`src/logic/scc_pkg.sv`:
```
// constants, field layouts and carrier types of the system control coprocessor
// How it works
// - status bit 23 locks instruction cache way A, bit 24 locks data cache way A.
// - a locked way whose selected line is valid is never picked as refill victim.
// - an invalid line in a locked way may still be refilled.
// - lock bits disable refill within 5 (instruction) and 3 (data) instructions.
// - status bit 26 selects 16 or 32 addressable float registers.
// - with that bit clear, any odd float register access traps.
// - cause bit 24 flags instruction watch, bit 25 flags data watch.
// - cause bit 23 resets clear; then all exceptions use offset 0x180.
// - with cause bit 23 set, interrupts use offset 0x200, others unchanged.
// - translation table operations are silent no-ops; offsets 0x000, 0x080 unused.
// - user mode checks addresses against base/bound; codes 0x2 instruction, 0x3 data.
// - kernel mode uses a fixed address mapping and never raises bound violations.
// - policy register has one field per 512 MB region, resets to 0x22233333.
// - an enabled watch match raises code 0x23 and sets the matching watch flag.
// - a pending watch exception is taken only while both level flags are clear.
// - checking may be skipped for 2 or 5 instructions after watch enable.
// - configuration register is read-only, both cache size fields read 001.
// - faulting address and both return program counters are 32 bits.
// - double precision float operations and doubleword float moves trap.
// - separate float multiply and add units let a multiply overlap an add.
// - the user bit selects user or kernel, but either level flag forces kernel; all coprocessor registers are 32 bits.
// - doubleword coprocessor moves are ignored without a trap.
package scc_pkg;
    // coprocessor register numbers
    localparam logic [4:0] REG_IBASE = 5'h00;
    localparam logic [4:0] REG_IBOUND = 5'h01;
    localparam logic [4:0] REG_DBASE = 5'h02;
    localparam logic [4:0] REG_DBOUND = 5'h03;
    localparam logic [4:0] REG_FAULTING_ADDRESS_REGISTER = 5'h08;
    localparam logic [4:0] REG_STATUS = 5'h0C;
    localparam logic [4:0] REG_CAUSE = 5'h0D;
    localparam logic [4:0] REG_EPC = 5'h0E;
    localparam logic [4:0] REG_CONFIG = 5'h10;
    localparam logic [4:0] REG_CACHE_POLICY_MAP = 5'h11;
    localparam logic [4:0] REG_INSTRUCTION_WATCHPOINT = 5'h12;
    localparam logic [4:0] REG_DATA_WATCHPOINT = 5'h13;
    localparam logic [4:0] REG_ERROR_RETURN_PC = 5'h1E;
    // status fields
    localparam int ST_IE = 0;
    localparam int ST_EXL = 1;
    localparam int ST_ERL = 2;
    localparam int ST_UM = 4;
    localparam int ST_IL = 23;
    localparam int ST_DL = 24;
    localparam int ST_FR = 26;
    localparam logic [31:0] STATUS_RST = 32'h0000_0004;
    // cause fields
    localparam int CA_CODE_LSB = 2;
    localparam int CA_CODE_W = 6;
    localparam int CA_IP = 8;
    localparam int CA_IV = 23;
    localparam int CA_IW = 24;
    localparam int CA_DW = 25;
    localparam logic [31:0] CAUSE_RST = 32'h0000_0000;
    // policy map, configuration and address mapping
    localparam logic [31:0] CACHE_POLICY_MAP_RST = 32'h2223_3333;
    localparam int CACHE_POLICY_MAP_FW = 4;
    localparam int REGION_LSB = 29;
    localparam logic [31:0] CONFIG_VAL = 32'h0000_0240;
    localparam logic [31:0] KMAP_MASK = 32'h1FFF_FFFF;
    localparam int WATCH_EN = 0;
    // vector offsets and exception codes
    localparam logic [11:0] VEC_GENERAL = 12'h180;
    localparam logic [11:0] VEC_INT = 12'h200;
    localparam logic [5:0] EXC_INT = 6'h00;
    localparam logic [5:0] EXC_IBOUND = 6'h02;
    localparam logic [5:0] EXC_DBOUND = 6'h03;
    localparam logic [5:0] EXC_FPTRAP = 6'h0F;
    localparam logic [5:0] EXC_WATCH = 6'h23;
    // float unit latencies
    localparam int FP_MUL_LAT = 4;
    localparam int FP_ADD_LAT = 4;

    typedef struct packed {
        logic valid;
        logic write;
        logic dword;
        logic [4:0] regnum;
        logic [31:0] wdata;
    } scc_cop_t;

    typedef struct packed {
        logic valid;
        logic [31:0] addr;
    } scc_access_t;

    typedef struct packed {
        logic valid;
        logic is_mul;
        logic is_double;
        logic is_dmove;
        logic [4:0] reg_idx;
    } scc_fp_t;

    typedef struct packed {
        logic req;
        logic valid_a;
        logic valid_b;
        logic lru_b;
    } scc_refill_t;
endpackage : scc_pkg

```
`src/logic/scc_victim_sel.sv`:
```
// refill victim way selection honouring the way A lock
`timescale 1ns/1ps
module scc_victim_sel (
    input wire logic i_clk,
    input wire logic i_reset,
    input wire logic i_lock,
    input wire scc_pkg::scc_refill_t i_refill,
    output logic o_victim_b
);
    import scc_pkg::*;

    logic victim_b_nxt;
    logic victim_b_r;

    // an empty way A is always refilled first, lock or not, so locked ways can be reloaded
    assign victim_b_nxt = !i_refill.valid_a ? 1'b0 :
                          i_lock ? 1'b1 :
                          !i_refill.valid_b ? 1'b1 : i_refill.lru_b;

    // choice is held until the next refill request
    always_ff @(posedge i_clk) begin
        if (i_reset) begin
            victim_b_r <= 1'b0;
        end else if (i_refill.req) begin
            victim_b_r <= victim_b_nxt;
        end
    end

    assign o_victim_b = victim_b_r;
endmodule : scc_victim_sel

```
`src/logic/scc_fp_lane.sv`:
```
// one float execution lane with a fixed latency
`timescale 1ns/1ps
module scc_fp_lane #(
    parameter int unsigned LATENCY = 4
) (
    input wire logic i_clk,
    input wire logic i_reset,
    input wire logic i_issue,
    output logic o_busy,
    output logic o_done
);
    import scc_pkg::*;

    localparam int CW = $clog2(LATENCY + 1);

    logic [CW-1:0] cnt_r;
    logic done_r;

    // not pipelined: a second issue to the same lane waits until the count runs out
    always_ff @(posedge i_clk) begin
        if (i_reset) begin
            cnt_r <= '0;
            done_r <= 1'b0;
        end else begin
            done_r <= (cnt_r == CW'(1));
            if (i_issue && cnt_r == '0) begin
                cnt_r <= CW'(LATENCY);
            end else if (cnt_r != '0) begin
                cnt_r <= cnt_r - CW'(1);
            end
        end
    end

    assign o_busy = (cnt_r != '0);
    assign o_done = done_r;
endmodule : scc_fp_lane

```
`src/logic/scc_ctrl.sv`:
```
// system control coprocessor: registers, checks, exception dispatch
`timescale 1ns/1ps
module scc_ctrl (
    input wire logic I_CLK_SYS,
    input wire logic I_RESET,
    input wire scc_pkg::scc_cop_t I_COP,
    output logic [31:0] O_MFC_DATA,
    input wire logic I_TLB_OP,
    output logic O_TLB_DONE,
    input wire logic I_ERET,
    output logic [31:0] O_RETURN_PC,
    input wire scc_pkg::scc_access_t I_IFETCH,
    input wire scc_pkg::scc_access_t I_DATA,
    input wire logic [31:0] I_INSTR_PC,
    input wire logic I_INT_PEND,
    input wire scc_pkg::scc_fp_t I_FP,
    output logic O_FP_STALL,
    output logic O_FP_MUL_BUSY,
    output logic O_FP_ADD_BUSY,
    output logic O_FP_MUL_DONE,
    output logic O_FP_ADD_DONE,
    input wire scc_pkg::scc_refill_t I_IREFILL,
    input wire scc_pkg::scc_refill_t I_DREFILL,
    output logic O_IVICTIM_B,
    output logic O_DVICTIM_B,
    output logic O_KERNEL_MODE,
    output logic O_FR_MODE,
    output logic [31:0] O_IPHYS_ADDR,
    output logic [31:0] O_DPHYS_ADDR,
    output logic [3:0] O_IPOLICY,
    output logic [3:0] O_DPOLICY,
    output logic O_EXC_TAKE,
    output logic [11:0] O_EXC_VECTOR,
    output logic [5:0] O_EXC_CODE
);
    import scc_pkg::*;

    // policy field of the 512 MB region that holds an address
    function automatic logic [3:0] region_policy(input logic [31:0] map, input logic [31:0] addr);
        logic [2:0] region;
        region = addr[31:REGION_LSB];
        region_policy = map[region*CACHE_POLICY_MAP_FW +: CACHE_POLICY_MAP_FW];
    endfunction : region_policy

    logic [31:0] status_r, status_nxt;
    logic [31:0] cause_r, cause_nxt;
    logic [31:0] epc_r, error_return_pc_r, faulting_address_register_r;
    logic [31:0] cache_policy_map_r;
    logic [31:0] ibase_r, ibound_r, dbase_r, dbound_r;
    logic [31:0] instruction_watchpoint_r, data_watchpoint_r;
    logic [31:0] rd_data;
    logic [31:0] mfc_data_r;
    logic tlb_done_r;
    logic iw_pend_r, dw_pend_r;
    logic exc_take_r;
    logic [11:0] exc_vector_r;
    logic [5:0] exc_code_r;
    logic [31:0] iphys_r, dphys_r;
    logic [3:0] ipolicy_r, dpolicy_r;

    // move decode; doubleword moves are dropped silently, no write and no trap
    wire cop_wr = I_COP.valid && I_COP.write && !I_COP.dword;
    wire cop_rd = I_COP.valid && !I_COP.write && !I_COP.dword;
    wire we_status = cop_wr && (I_COP.regnum == REG_STATUS);
    wire we_cause = cop_wr && (I_COP.regnum == REG_CAUSE);
    wire we_epc = cop_wr && (I_COP.regnum == REG_EPC);
    wire we_error_return_pc = cop_wr && (I_COP.regnum == REG_ERROR_RETURN_PC);
    wire we_cache_policy_map = cop_wr && (I_COP.regnum == REG_CACHE_POLICY_MAP);
    wire we_ibase = cop_wr && (I_COP.regnum == REG_IBASE);
    wire we_ibound = cop_wr && (I_COP.regnum == REG_IBOUND);
    wire we_dbase = cop_wr && (I_COP.regnum == REG_DBASE);
    wire we_dbound = cop_wr && (I_COP.regnum == REG_DBOUND);
    wire we_instruction_watchpoint = cop_wr && (I_COP.regnum == REG_INSTRUCTION_WATCHPOINT);
    wire we_data_watchpoint = cop_wr && (I_COP.regnum == REG_DATA_WATCHPOINT);

    // privilege: user only when the user bit is set and no exception level is active
    wire st_exl = status_r[ST_EXL];
    wire st_erl = status_r[ST_ERL];
    wire kernel = !status_r[ST_UM] || st_exl || st_erl;
    wire fr_mode = status_r[ST_FR];

    // base/bound checks, user mode only
    wire ibnd_viol = !kernel && I_IFETCH.valid &&
                     (I_IFETCH.addr < ibase_r || I_IFETCH.addr > ibound_r);
    wire dbnd_viol = !kernel && I_DATA.valid &&
                     (I_DATA.addr < dbase_r || I_DATA.addr > dbound_r);

    // watch matches on word address; checking starts at once after enable
    wire iw_hit = instruction_watchpoint_r[WATCH_EN] && I_IFETCH.valid &&
                  (I_IFETCH.addr[31:2] == instruction_watchpoint_r[31:2]);
    wire dw_hit = data_watchpoint_r[WATCH_EN] && I_DATA.valid &&
                  (I_DATA.addr[31:2] == data_watchpoint_r[31:2]);
    wire iw_pend = iw_pend_r || iw_hit;
    wire dw_pend = dw_pend_r || dw_hit;
    wire watch_ok = !st_exl && !st_erl;

    // float traps: odd register in 16-register mode, any double work
    wire fp_odd = !fr_mode && I_FP.reg_idx[0];
    wire fp_trap = I_FP.valid && (fp_odd || I_FP.is_double || I_FP.is_dmove);
    wire int_take = I_INT_PEND && status_r[ST_IE] && watch_ok;

    // priority: bounds, float trap, watch, interrupt
    wire take_ib = ibnd_viol;
    wire take_db = !take_ib && dbnd_viol;
    wire take_fp = !take_ib && !take_db && fp_trap;
    wire take_iw = !take_ib && !take_db && !take_fp && watch_ok && iw_pend;
    wire take_dw = !take_ib && !take_db && !take_fp && !take_iw && watch_ok && dw_pend;
    wire take_int = !take_ib && !take_db && !take_fp && !take_iw && !take_dw && int_take;
    wire exc_take = take_ib || take_db || take_fp || take_iw || take_dw || take_int;
    wire [5:0] exc_code = take_ib ? EXC_IBOUND : take_db ? EXC_DBOUND :
                          take_fp ? EXC_FPTRAP : (take_iw || take_dw) ? EXC_WATCH : EXC_INT;
    // only two offsets exist; the old translation offsets are never produced
    wire [11:0] exc_vector = (take_int && cause_r[CA_IV]) ? VEC_INT : VEC_GENERAL;
    wire [31:0] exc_pc = take_ib || take_iw || take_int ? I_IFETCH.addr : I_INSTR_PC;

    // status and cause: hardware set beats a software write in the same cycle
    always_comb begin
        status_nxt = we_status ? I_COP.wdata : status_r;
        cause_nxt = cause_r;
        if (we_cause) begin
            cause_nxt[CA_IV] = I_COP.wdata[CA_IV];
            cause_nxt[CA_IW] = I_COP.wdata[CA_IW];
            cause_nxt[CA_DW] = I_COP.wdata[CA_DW];
        end
        if (I_ERET) begin
            if (st_erl) begin
                status_nxt[ST_ERL] = 1'b0;
            end else begin
                status_nxt[ST_EXL] = 1'b0;
            end
        end
        if (exc_take) begin
            status_nxt[ST_EXL] = 1'b1;
            cause_nxt[CA_CODE_LSB +: CA_CODE_W] = exc_code;
            cause_nxt[CA_IW] = take_iw || cause_nxt[CA_IW];
            cause_nxt[CA_DW] = take_dw || cause_nxt[CA_DW];
        end
        cause_nxt[CA_IP] = I_INT_PEND;
    end

    // control registers; interrupt vector select comes up clear
    always_ff @(posedge I_CLK_SYS) begin
        if (I_RESET) begin
            status_r <= STATUS_RST;
            cause_r <= CAUSE_RST;
            cache_policy_map_r <= CACHE_POLICY_MAP_RST;
        end else begin
            status_r <= status_nxt;
            cause_r <= cause_nxt;
            cache_policy_map_r <= we_cache_policy_map ? I_COP.wdata : cache_policy_map_r;
        end
    end

    // return addresses and faulting address, all 32 bits wide
    always_ff @(posedge I_CLK_SYS) begin
        if (I_RESET) begin
            epc_r <= 32'h0000_0000;
            error_return_pc_r <= 32'h0000_0000;
            faulting_address_register_r <= 32'h0000_0000;
        end else begin
            if (exc_take && !st_exl) begin
                epc_r <= exc_pc;
            end else if (we_epc) begin
                epc_r <= I_COP.wdata;
            end
            if (we_error_return_pc) begin
                error_return_pc_r <= I_COP.wdata;
            end
            if (take_ib) begin
                faulting_address_register_r <= I_IFETCH.addr;
            end else if (take_db) begin
                faulting_address_register_r <= I_DATA.addr;
            end
        end
    end

    // base/bound and watch registers; software keeps to unmapped space when changing them
    always_ff @(posedge I_CLK_SYS) begin
        if (I_RESET) begin
            ibase_r <= 32'h0000_0000;
            ibound_r <= 32'h0000_0000;
            dbase_r <= 32'h0000_0000;
            dbound_r <= 32'h0000_0000;
            instruction_watchpoint_r <= 32'h0000_0000;
            data_watchpoint_r <= 32'h0000_0000;
        end else begin
            ibase_r <= we_ibase ? I_COP.wdata : ibase_r;
            ibound_r <= we_ibound ? I_COP.wdata : ibound_r;
            dbase_r <= we_dbase ? I_COP.wdata : dbase_r;
            dbound_r <= we_dbound ? I_COP.wdata : dbound_r;
            instruction_watchpoint_r <= we_instruction_watchpoint ? I_COP.wdata : instruction_watchpoint_r;
            data_watchpoint_r <= we_data_watchpoint ? I_COP.wdata : data_watchpoint_r;
        end
    end

    // pending watch hits wait while an exception level is active; taking a hit consumes it,
    // but a fresh hit that lands while an older one is taken stays pending
    always_ff @(posedge I_CLK_SYS) begin
        if (I_RESET) begin
            iw_pend_r <= 1'b0;
            dw_pend_r <= 1'b0;
        end else begin
            iw_pend_r <= take_iw ? (iw_hit && iw_pend_r) : iw_pend;
            dw_pend_r <= take_dw ? (dw_hit && dw_pend_r) : dw_pend;
        end
    end

    // read mux; configuration is a constant, unmapped numbers read zero
    always_comb begin
        unique case (I_COP.regnum)
            REG_IBASE: rd_data = ibase_r;
            REG_IBOUND: rd_data = ibound_r;
            REG_DBASE: rd_data = dbase_r;
            REG_DBOUND: rd_data = dbound_r;
            REG_FAULTING_ADDRESS_REGISTER: rd_data = faulting_address_register_r;
            REG_STATUS: rd_data = status_r;
            REG_CAUSE: rd_data = cause_r;
            REG_EPC: rd_data = epc_r;
            REG_CONFIG: rd_data = CONFIG_VAL;
            REG_CACHE_POLICY_MAP: rd_data = cache_policy_map_r;
            REG_INSTRUCTION_WATCHPOINT: rd_data = instruction_watchpoint_r;
            REG_DATA_WATCHPOINT: rd_data = data_watchpoint_r;
            REG_ERROR_RETURN_PC: rd_data = error_return_pc_r;
            default: rd_data = 32'h0000_0000;
        endcase
    end

    // read data, translation no-op acknowledge and exception dispatch, one cycle late
    always_ff @(posedge I_CLK_SYS) begin
        if (I_RESET) begin
            mfc_data_r <= 32'h0000_0000;
            tlb_done_r <= 1'b0;
            exc_take_r <= 1'b0;
            exc_vector_r <= VEC_GENERAL;
            exc_code_r <= EXC_INT;
        end else begin
            mfc_data_r <= cop_rd ? rd_data : mfc_data_r;
            tlb_done_r <= I_TLB_OP;
            exc_take_r <= exc_take;
            exc_vector_r <= exc_take ? exc_vector : exc_vector_r;
            exc_code_r <= exc_take ? exc_code : exc_code_r;
        end
    end

    // fixed kernel mapping strips the segment bits; user addresses pass unchanged
    always_ff @(posedge I_CLK_SYS) begin
        if (I_RESET) begin
            iphys_r <= 32'h0000_0000;
            dphys_r <= 32'h0000_0000;
            ipolicy_r <= 4'h0;
            dpolicy_r <= 4'h0;
        end else begin
            iphys_r <= kernel ? (I_IFETCH.addr & KMAP_MASK) : I_IFETCH.addr;
            dphys_r <= kernel ? (I_DATA.addr & KMAP_MASK) : I_DATA.addr;
            ipolicy_r <= region_policy(cache_policy_map_r, I_IFETCH.addr);
            dpolicy_r <= region_policy(cache_policy_map_r, I_DATA.addr);
        end
    end

    // lock bits reach the victim choice immediately, well inside the allowed delay
    scc_victim_sel u_ivictim (
        .i_clk(I_CLK_SYS),
        .i_reset(I_RESET),
        .i_lock(status_r[ST_IL]),
        .i_refill(I_IREFILL),
        .o_victim_b(O_IVICTIM_B)
    );

    scc_victim_sel u_dvictim (
        .i_clk(I_CLK_SYS),
        .i_reset(I_RESET),
        .i_lock(status_r[ST_DL]),
        .i_refill(I_DREFILL),
        .o_victim_b(O_DVICTIM_B)
    );

    // two independent lanes so a multiply can run under an add
    wire fp_ok = I_FP.valid && !fp_trap;
    wire mul_busy;
    wire add_busy;
    wire fp_stall = fp_ok && (I_FP.is_mul ? mul_busy : add_busy);

    scc_fp_lane #(.LATENCY(FP_MUL_LAT)) u_fp_mul (
        .i_clk(I_CLK_SYS),
        .i_reset(I_RESET),
        .i_issue(fp_ok && I_FP.is_mul),
        .o_busy(mul_busy),
        .o_done(O_FP_MUL_DONE)
    );

    scc_fp_lane #(.LATENCY(FP_ADD_LAT)) u_fp_add (
        .i_clk(I_CLK_SYS),
        .i_reset(I_RESET),
        .i_issue(fp_ok && !I_FP.is_mul),
        .o_busy(add_busy),
        .o_done(O_FP_ADD_DONE)
    );

    // outputs
    assign O_MFC_DATA = mfc_data_r;
    assign O_TLB_DONE = tlb_done_r;
    assign O_RETURN_PC = st_erl ? error_return_pc_r : epc_r;
    assign O_FP_STALL = fp_stall;
    assign O_FP_MUL_BUSY = mul_busy;
    assign O_FP_ADD_BUSY = add_busy;
    assign O_KERNEL_MODE = kernel;
    assign O_FR_MODE = fr_mode;
    assign O_IPHYS_ADDR = iphys_r;
    assign O_DPHYS_ADDR = dphys_r;
    assign O_IPOLICY = ipolicy_r;
    assign O_DPOLICY = dpolicy_r;
    assign O_EXC_TAKE = exc_take_r;
    assign O_EXC_VECTOR = exc_vector_r;
    assign O_EXC_CODE = exc_code_r;
endmodule : scc_ctrl

```
`config.mk`:
```
export PLATFORM = sky130hd
export DESIGN_NAME = scc_ctrl
export DESIGN_NICKNAME = d
export VERILOG_FILES = /design/src/logic/scc_pkg.sv /design/src/logic/scc_victim_sel.sv /design/src/logic/scc_fp_lane.sv /design/src/logic/scc_ctrl.sv
export SDC_FILE = /design/constraint.sdc
export NUM_CORES = 1
export LEC_CHECK = 0
export BUFFER_PORTS_ARGS = -buffer_cell sky130_fd_sc_hd__buf_4
export CAP_MARGIN = 20
export CELL_PAD_IN_SITES_DETAIL_PLACEMENT = 1
export CELL_PAD_IN_SITES_GLOBAL_PLACEMENT = 2
export CORE_ASPECT_RATIO = 1.2
export CORE_MARGIN = 1
export CORE_UTILIZATION = 37
export CTS_CLUSTER_DIAMETER = 40
export DETAILED_ROUTE_END_ITERATION = 8
export GPL_ROUTABILITY_DRIVEN = 0
export PLACE_DENSITY_LB_ADDON = 0.05
export REMOVE_ABC_BUFFERS = 1
export SKIP_LAST_GASP = 1
export SYNTH_ARGS = -nofsm -noshare
export SYNTH_HDL_FRONTEND = slang
export SYNTH_HIERARCHICAL = 1
export SYNTH_SLANG_ARGS = --single-unit
export TNS_END_PERCENT = 30
```
`constraint.sdc`:
```
create_clock -name I_CLK_SYS -period 8.6 [get_ports I_CLK_SYS]
set_clock_uncertainty 0.2 [all_clocks]
set_input_delay 1.72 -clock I_CLK_SYS [delete_from_list [all_inputs] [get_ports I_CLK_SYS]]
set_output_delay 1.72 -clock I_CLK_SYS [all_outputs]
set_load 0.005 [all_outputs]
```
==> Yosys cells after proc, flatten, opt, wreduce, memory -nomap -nowiden <==
Cells that the tools add are included.
{ "totals": {"in_bits": 160, "regBits": 492} }
{ "classes": {"n_eq_ne": 16, "shifts": 2, "muxes": 32, "add_sub_neg": 2, "magnitude_cmp": 4, "n_reduce_logical": 93} }
{ "ops": {"columns": ["cell", "count"], "rows": [
  ["$pmux 32 s13", 1],
  ["$mux 32", 6],
  ["$gt 32x32->1", 2],
  ["$lt 32x32->1", 2],
  ["$shiftx 32x6->4", 2],
  ["$eq 30x30->1", 2],
  ["$logic_and 1x1->1", 49],
  ["$eq 5x5->1 const B", 5],
  ["$mux 6", 4],
  ["$eq 5x4->1 const B", 4],
  ["$logic_or 1x1->1", 18],
  ["$mux 3", 6],
  ["$logic_not 1->1", 14],
  ["$mux 1", 12],
  ["$eq 5x2->1 const B", 2],
  ["$mux 10", 1],
  ["$reduce_bool 2->1", 4],
  ["$eq 3x1->1 const B", 2],
  ["$logic_not 3->1", 2],
  ["$reduce_bool 3->1", 2],
  ["$reduce_or 2->1", 3],
  ["$sub 3x1->3 const B", 2],
  ["$eq 5x1->1 const B", 1],
  ["$logic_not 5->1", 1],
  ["$mux 2", 2]
]} }

==> Depth between registers and ports, before layout <==
{ "logic_depth": {"depth_word": 25, "mapped_depth": 14, "ltp_nobuf": 11} }

==> By module <==
Netlist, hierarchy kept.
{ "by_module_without_submodules": {"columns": ["mod", "cells_per_inst", "instances", "area_per_inst_um2", "seq_area_each_um2"], "rows": [
  ["scc_ctrl", 2894, 1, 23864.1, 9409.0],
  ["scc_fp_lane", 20, 2, 207.7, 80.1],
  ["scc_victim_sel", 4, 2, 42.5, 20.0]
]} }

==> Worst setup path after synthesis <==
No wires, ideal clock.
{ "synth_timing": {"path_kind": "input to register", "startpoint": "input I_DATA[25] in the netlist's numbering", "endpoint": "register epc_r[29]", "required_time_ns": 8.274, "arrival_time_ns": 4.052, "setup_ns": 0.126, "path_buffers": 3, "path_slack_ns": 4.223, "path_stages": 13, "cell_sequence": "ha_1 -> a21o_1 -> a221o_1 -> a211oi_1 -> o211ai_1 -> a211oi_1 -> or2_1 -> buf_4 -> o31a_1 -> buf_4 -> buf_6 -> mux2i_1 -> o22ai_2"} }
{ "synth_between": {"elab_chain_len": 21, "elab_cells_between_ends": 33} }
{ "synth_lines": {"columns": ["item", "line", "rtl"], "rows": [
  ["from (decl)", "scc_ctrl.sv:13", "input wire scc_pkg::scc_access_t I_DATA,"],
  ["$lt 32x32->1 / $gt 32x32->1 (equally long branches)", "scc_ctrl.sv:86", "(I_DATA.addr < dbase_r || I_DATA.addr > dbound_r);"],
  ["$logic_or 1x1->1", "scc_ctrl.sv:86", null],
  ["$logic_and 1x1->1", "scc_ctrl.sv:85", "wire dbnd_viol = !kernel && I_DATA.valid &&"],
  ["$logic_and 1x1->1", "scc_ctrl.sv:104", "wire take_db = !take_ib && dbnd_viol;"],
  ["$logic_not 1->1", null, null],
  ["$logic_and 1x1->1", null, null],
  ["$logic_and 1x1->1", "scc_ctrl.sv:105", "wire take_fp = !take_ib && !take_db && fp_trap;"],
  ["$logic_not 1->1", "scc_ctrl.sv:106, scc_ctrl.sv:107, scc_ctrl.sv:108", null],
  ["(+3 left out)", null, null],
  ["$logic_not 1->1", "scc_ctrl.sv:107, scc_ctrl.sv:108", null],
  ["$logic_and 1x1->1", "scc_ctrl.sv:107, scc_ctrl.sv:108", null],
  ["$logic_and 1x1->1 (2 in series)", "scc_ctrl.sv:107", "wire take_dw = !take_ib && !take_db && !take_fp && !take_iw && watch_ok && dw_pend;"],
  ["$logic_not 1->1", "scc_ctrl.sv:108", "wire take_int = !take_ib && !take_db && !take_fp && !take_iw && !take_dw && int_take;"],
  ["$logic_and 1x1->1 (2 in series)", "scc_ctrl.sv:108", null],
  ["$logic_or 1x1->1, on equally long branches", "scc_ctrl.sv:114, scc_ctrl.sv:109", null],
  ["$mux 32 / $logic_and 1x1->1 (equally long branches)", "scc_ctrl.sv:114, scc_ctrl.sv:161", null],
  ["$mux 32 / $reduce_bool 2->1 (equally long branches)", null, null],
  ["to (signal assigned)", "scc_ctrl.sv:162", "epc_r <= exc_pc;"],
  ["to (signal assigned)", "scc_ctrl.sv:164", "epc_r <= I_COP.wdata;"],
  ["to (decl)", "scc_ctrl.sv:47", "logic [31:0] epc_r, error_return_pc_r, faulting_address_register_r;"]
]} }
Parallel ways exist; a longest one is shown, timed or not.
A chain may end at the register's enable or synchronous reset.

==> Worst setup path in the final report <==
{ "layout_timing": {"startpoint": "input I_IFETCH[15] in the netlist's numbering", "endpoint": "register epc_r[30]"} }
{ "layout_between": {"elab_chain_len": 22, "elab_cells_between_ends": 34} }
{ "layout_lines": {"columns": ["item", "line", "rtl"], "rows": [
  ["from (decl)", "scc_ctrl.sv:12", "input wire scc_pkg::scc_access_t I_IFETCH,"],
  ["$lt 32x32->1 / $gt 32x32->1 (equally long branches)", "scc_ctrl.sv:84", "(I_IFETCH.addr < ibase_r || I_IFETCH.addr > ibound_r);"],
  ["$logic_or 1x1->1", "scc_ctrl.sv:84", null],
  ["$logic_and 1x1->1", "scc_ctrl.sv:83", "wire ibnd_viol = !kernel && I_IFETCH.valid &&"],
  ["$logic_not 1->1", null, null],
  ["$logic_and 1x1->1", "scc_ctrl.sv:104", null],
  ["$logic_not 1->1", null, null],
  ["$logic_and 1x1->1", null, null],
  ["$logic_and 1x1->1", "scc_ctrl.sv:105", null],
  ["(+4 left out)", null, null],
  ["$logic_not 1->1", "scc_ctrl.sv:107, scc_ctrl.sv:108", null],
  ["$logic_and 1x1->1", "scc_ctrl.sv:107, scc_ctrl.sv:108", null],
  ["$logic_and 1x1->1 (2 in series)", "scc_ctrl.sv:107", null],
  ["$logic_not 1->1", "scc_ctrl.sv:108", null],
  ["$logic_and 1x1->1 (2 in series)", "scc_ctrl.sv:108", null],
  ["$logic_or 1x1->1, on equally long branches", "scc_ctrl.sv:114, scc_ctrl.sv:109", null],
  ["$mux 32 / $logic_and 1x1->1 (equally long branches)", "scc_ctrl.sv:114, scc_ctrl.sv:161", null],
  ["$mux 32 / $reduce_bool 2->1 (equally long branches)", null, null]
]} }
Parallel ways exist; a longest one is shown, timed or not.

==> flow_summary.ini <==
[status]
status = completed

[logic_synthesis]
synth_top_family_by_area = compound AO/OA/AOI/OAI gates
avgSynthCellArea_um2 = 8.282
yosys.area_share.simple = 0.1752
ys.flop_type = dfxtp_1
async_reset_ff_frac = 0
synth_seq_area_share = 0.3944
synth_edf_count = 0
ys_types = 69
synth-xor-area-share = 0.02157
synth_area_um2 = 24360
ys.warnings.count = 6
synth_compound_area_frac = 0.1930
synthMuxAreaShare = 0.08283
synthCells = 2942
yosys_register_bits = 480
synth_fa_ha_area_frac = 0.06820

[sta]
tightest_slew_ns = 1.151
final.setup.tns_ns = 0
drv_slew = 0
setup-violations-final = 0
slew_headroom = 0.2296
rsz0062_at_grt = false
hold_violations = 0
fin_crit_sh = 0.6876
fmax_mhz = 169.1
fin_crit_ns = 5.914

[critical_path]
slowest_delay_ns = 0.86
criticalPathCategory = in2reg
crit_required_ns = 8.85
crit_fanout = 69
cp_cell_sequence = buf_4 > ha_1 > nand4_1 > nor4b_1 > a21oi_1 > o21ai_0 > a31oi_1 > o31ai_4 > buf_4 > and3_4 > or3_4 > o22ai_1
startpoint_type = primary input
critPathSlowestCell = buf_4
cp_num_buf_inv = 2
critPathCaptureType = register
cp_top_family = simple AND/OR/NAND/NOR gates
cp_common_cell = buf_4
cp.arrival_ns = 6.17

[layout]
fin_nets = 3457
n_fill_cell = 7584
n_antenna_cell = 0
drive_gt1_frac = 0.1991
area_growth_pct = 23.94

[clock_network]
cts_hold_buf = 0
insertion_delay_ns = 0.64
clk_pin_slew_ns = 0.05
numCtsBuffers = 82
postCtsSetupRepairBufs = 0
root_buffer = clkbuf_16
cts_sinks = 480
cts_resized = 0
cts_tree = done
htree_num_levels = 3
clock_path_buffers = 3

[routing]
vias = 24000
drtIter0Drc = 2089
vias_per_cell = 5.909
firstDrtPassIters = 6
wirelength_um = 120100
post_drt_wl_per_cell_um = 29.56
final_antenna_net_count = 0
drc_errors = 0

[floorplanning]
die_h_um = 283.1
dieArea_um2 = 66890
initial_core_util = 0.3758
fp-row-count = 102
die_w_um = 236.3
coreArea_um2 = 64830
ios = 325

[global_route]
overflow = 0
grt_pass1_vias = 24760
grt_pass1_wl_um = 171600
grt_max_degree = 77
grt_antenna_before_repair = 3
grt_use_total = 0.3517

[pwr]
p_clk_frac = 0.542
p_total_w = 0.006397
combPwrFrac = 0.097
pwr_density_cell_nw_per_um2 = 211.8
p_leak_nw = 11.27
swShare = 0.2624
vdd_drop_max_mv = 0.1445
p_seq_frac = 0.361
intPower_w = 0.004718
p_sw_w = 0.001678

[job]
drv_cap = 0

[place]
portBuffers = 310
hpwl_um = 81600

[worst_hold_path]
hold_path_class = reg2reg
layout make-up:
class / count / area (µm²) / area share
clock inverters: 55 / 680.7 / 0.02254
flip-flops and latches: 480 / 9610 / 0.3183
well taps: 832 / 1041 / 0.03447
repair buffers: 371 / 2840 / 0.09405
inverters: 136 / 510.5 / 0.01690
clock buffers: 94 / 2190 / 0.07251
multi-input cells: 2094 / 13330 / 0.4413
through the flow:
stage / worst slack (ns) / cell area, µm² / hold slack [ns] / cells / utilization
floorplan: 1.344 / 23330 / 0.2297 / 2710 / -
global placement: 2.005 / 27240 / 0.2414 / 3908 / 0.4202
detailed placement: 1.966 / 27300 / 0.2478 / 3911 / 0.4211
CTS: 2.620 / 30170 / 0.2540 / 4060 / 0.4654
global route: 2.596 / 30200 / 0.2740 / 4062 / 0.4658
finish: 2.686 / 30200 / 0.2551 / 4062 / 0.4658
path summary, 6_finish.rpt:
path	depth (start not counted)	to	slack (ns)	from
setup / recovery	12	epc_r[30]$_SDFFE_PP0P_	2.69	I_IFETCH[15]
hold / removal	2	status_r[3]$_SDFFE_PP0P_	0.26	status_r[3]$_SDFFE_PP0P_
setup reg to reg	12	epc_r[30]$_SDFFE_PP0P_	3.50	ibase_r[6]$_SDFFE_PP0P_
hold reg to reg	2	status_r[3]$_SDFFE_PP0P_	0.26	status_r[3]$_SDFFE_PP0P_
tightest hold or removal path, stage by stage (launching register included):
cell and delay (ns):
dfxtp_1 0.31, nand2_1 0.05, a21oi_1 0.05
cells in the mapped netlist, types with 22 or more instances:
master    instances  area, µm²
a221oi_1         52      455.4
mux2_2           35      394.1
mux2i_1         124       1241
o22ai_2          30      375.4
a22oi_1          37      277.8
a22o_1           45      394.1
clkbuf_1        194      728.2
a31oi_1          34      212.7
a211oi_1         41      307.8
nor2_1          113      424.2
xnor2_1          22      192.7
nand2_1         660       2477
inv_1           136      510.5
dfxtp_1         480       9609
xor2_1           38      332.8
nand4_1          29      181.4
a21oi_1         383       1917
nor2b_1          69      431.7
o21ai_0          47      235.2
ha_1            132       1652
kinds of logic (layout without fill, tap and decap cells):
logic type               after synthesis  count (layout)
multiplexers                         176             176
XOR/XNOR                              60              60
flip-flops                           480             480
adder cells (fa/ha/maj)              133             133
other                                  1              10
buffers and inverters                377             656
AND/OR/NAND/NOR                      983             983
AO/OA/AOI/OAI                        732             732
per-layer routing:
metal	share of wire	wire [µm]	GRT usage	vias to the layer above
met5	0	0	0	-
met4	0.059	7038	0.1907	0
met3	0.069	8236	0.06148	327
met2	0.47	56540	0.5918	1005
met1	0.40	48240	0.4252	12030
li1	-	-	-	10640
cells in the final DEF (no fill, tap or decap), types with 16 or more instances in the layout:
| cell | instances |
|---|---|
| o22ai_2 | 30 |
| mux4_2 | 17 |
| clkbuf_16 | 84 |
| mux2_2 | 35 |
| mux2i_1 | 124 |
| xnor2_1 | 22 |
| nor2_1 | 108 |
| nand4_1 | 29 |
| nor4_1 | 16 |
| xor2_1 | 38 |
| buf_4 | 365 |
| dfxtp_1 | 479 |
| nor2b_1 | 69 |
| a211oi_1 | 41 |
| a31oi_1 | 34 |
| a22oi_1 | 37 |
| a22o_1 | 45 |
| inv_1 | 136 |
| a21oi_1 | 383 |
| ha_1 | 132 |
| o21ai_0 | 47 |
| nand2_1 | 653 |
| a221oi_1 | 52 |
power by group through the flow:
stage | Sequential [W] | Combinational, W | Clock, W
2_1_floorplan | 0.00235 | 0.000248 | 0
6_report | 0.00231 | 0.000623 | 0.00347
3_5_place_dp | 0.00235 | 0.000613 | 0
3_3_place_gp | 0.00235 | 0.000593 | 0
4_1_cts | 0.00231 | 0.000618 | 0.00350
5_1_grt | 0.00231 | 0.000665 | 0.00360
Note: power is estimated with default switching activity, not from simulation.
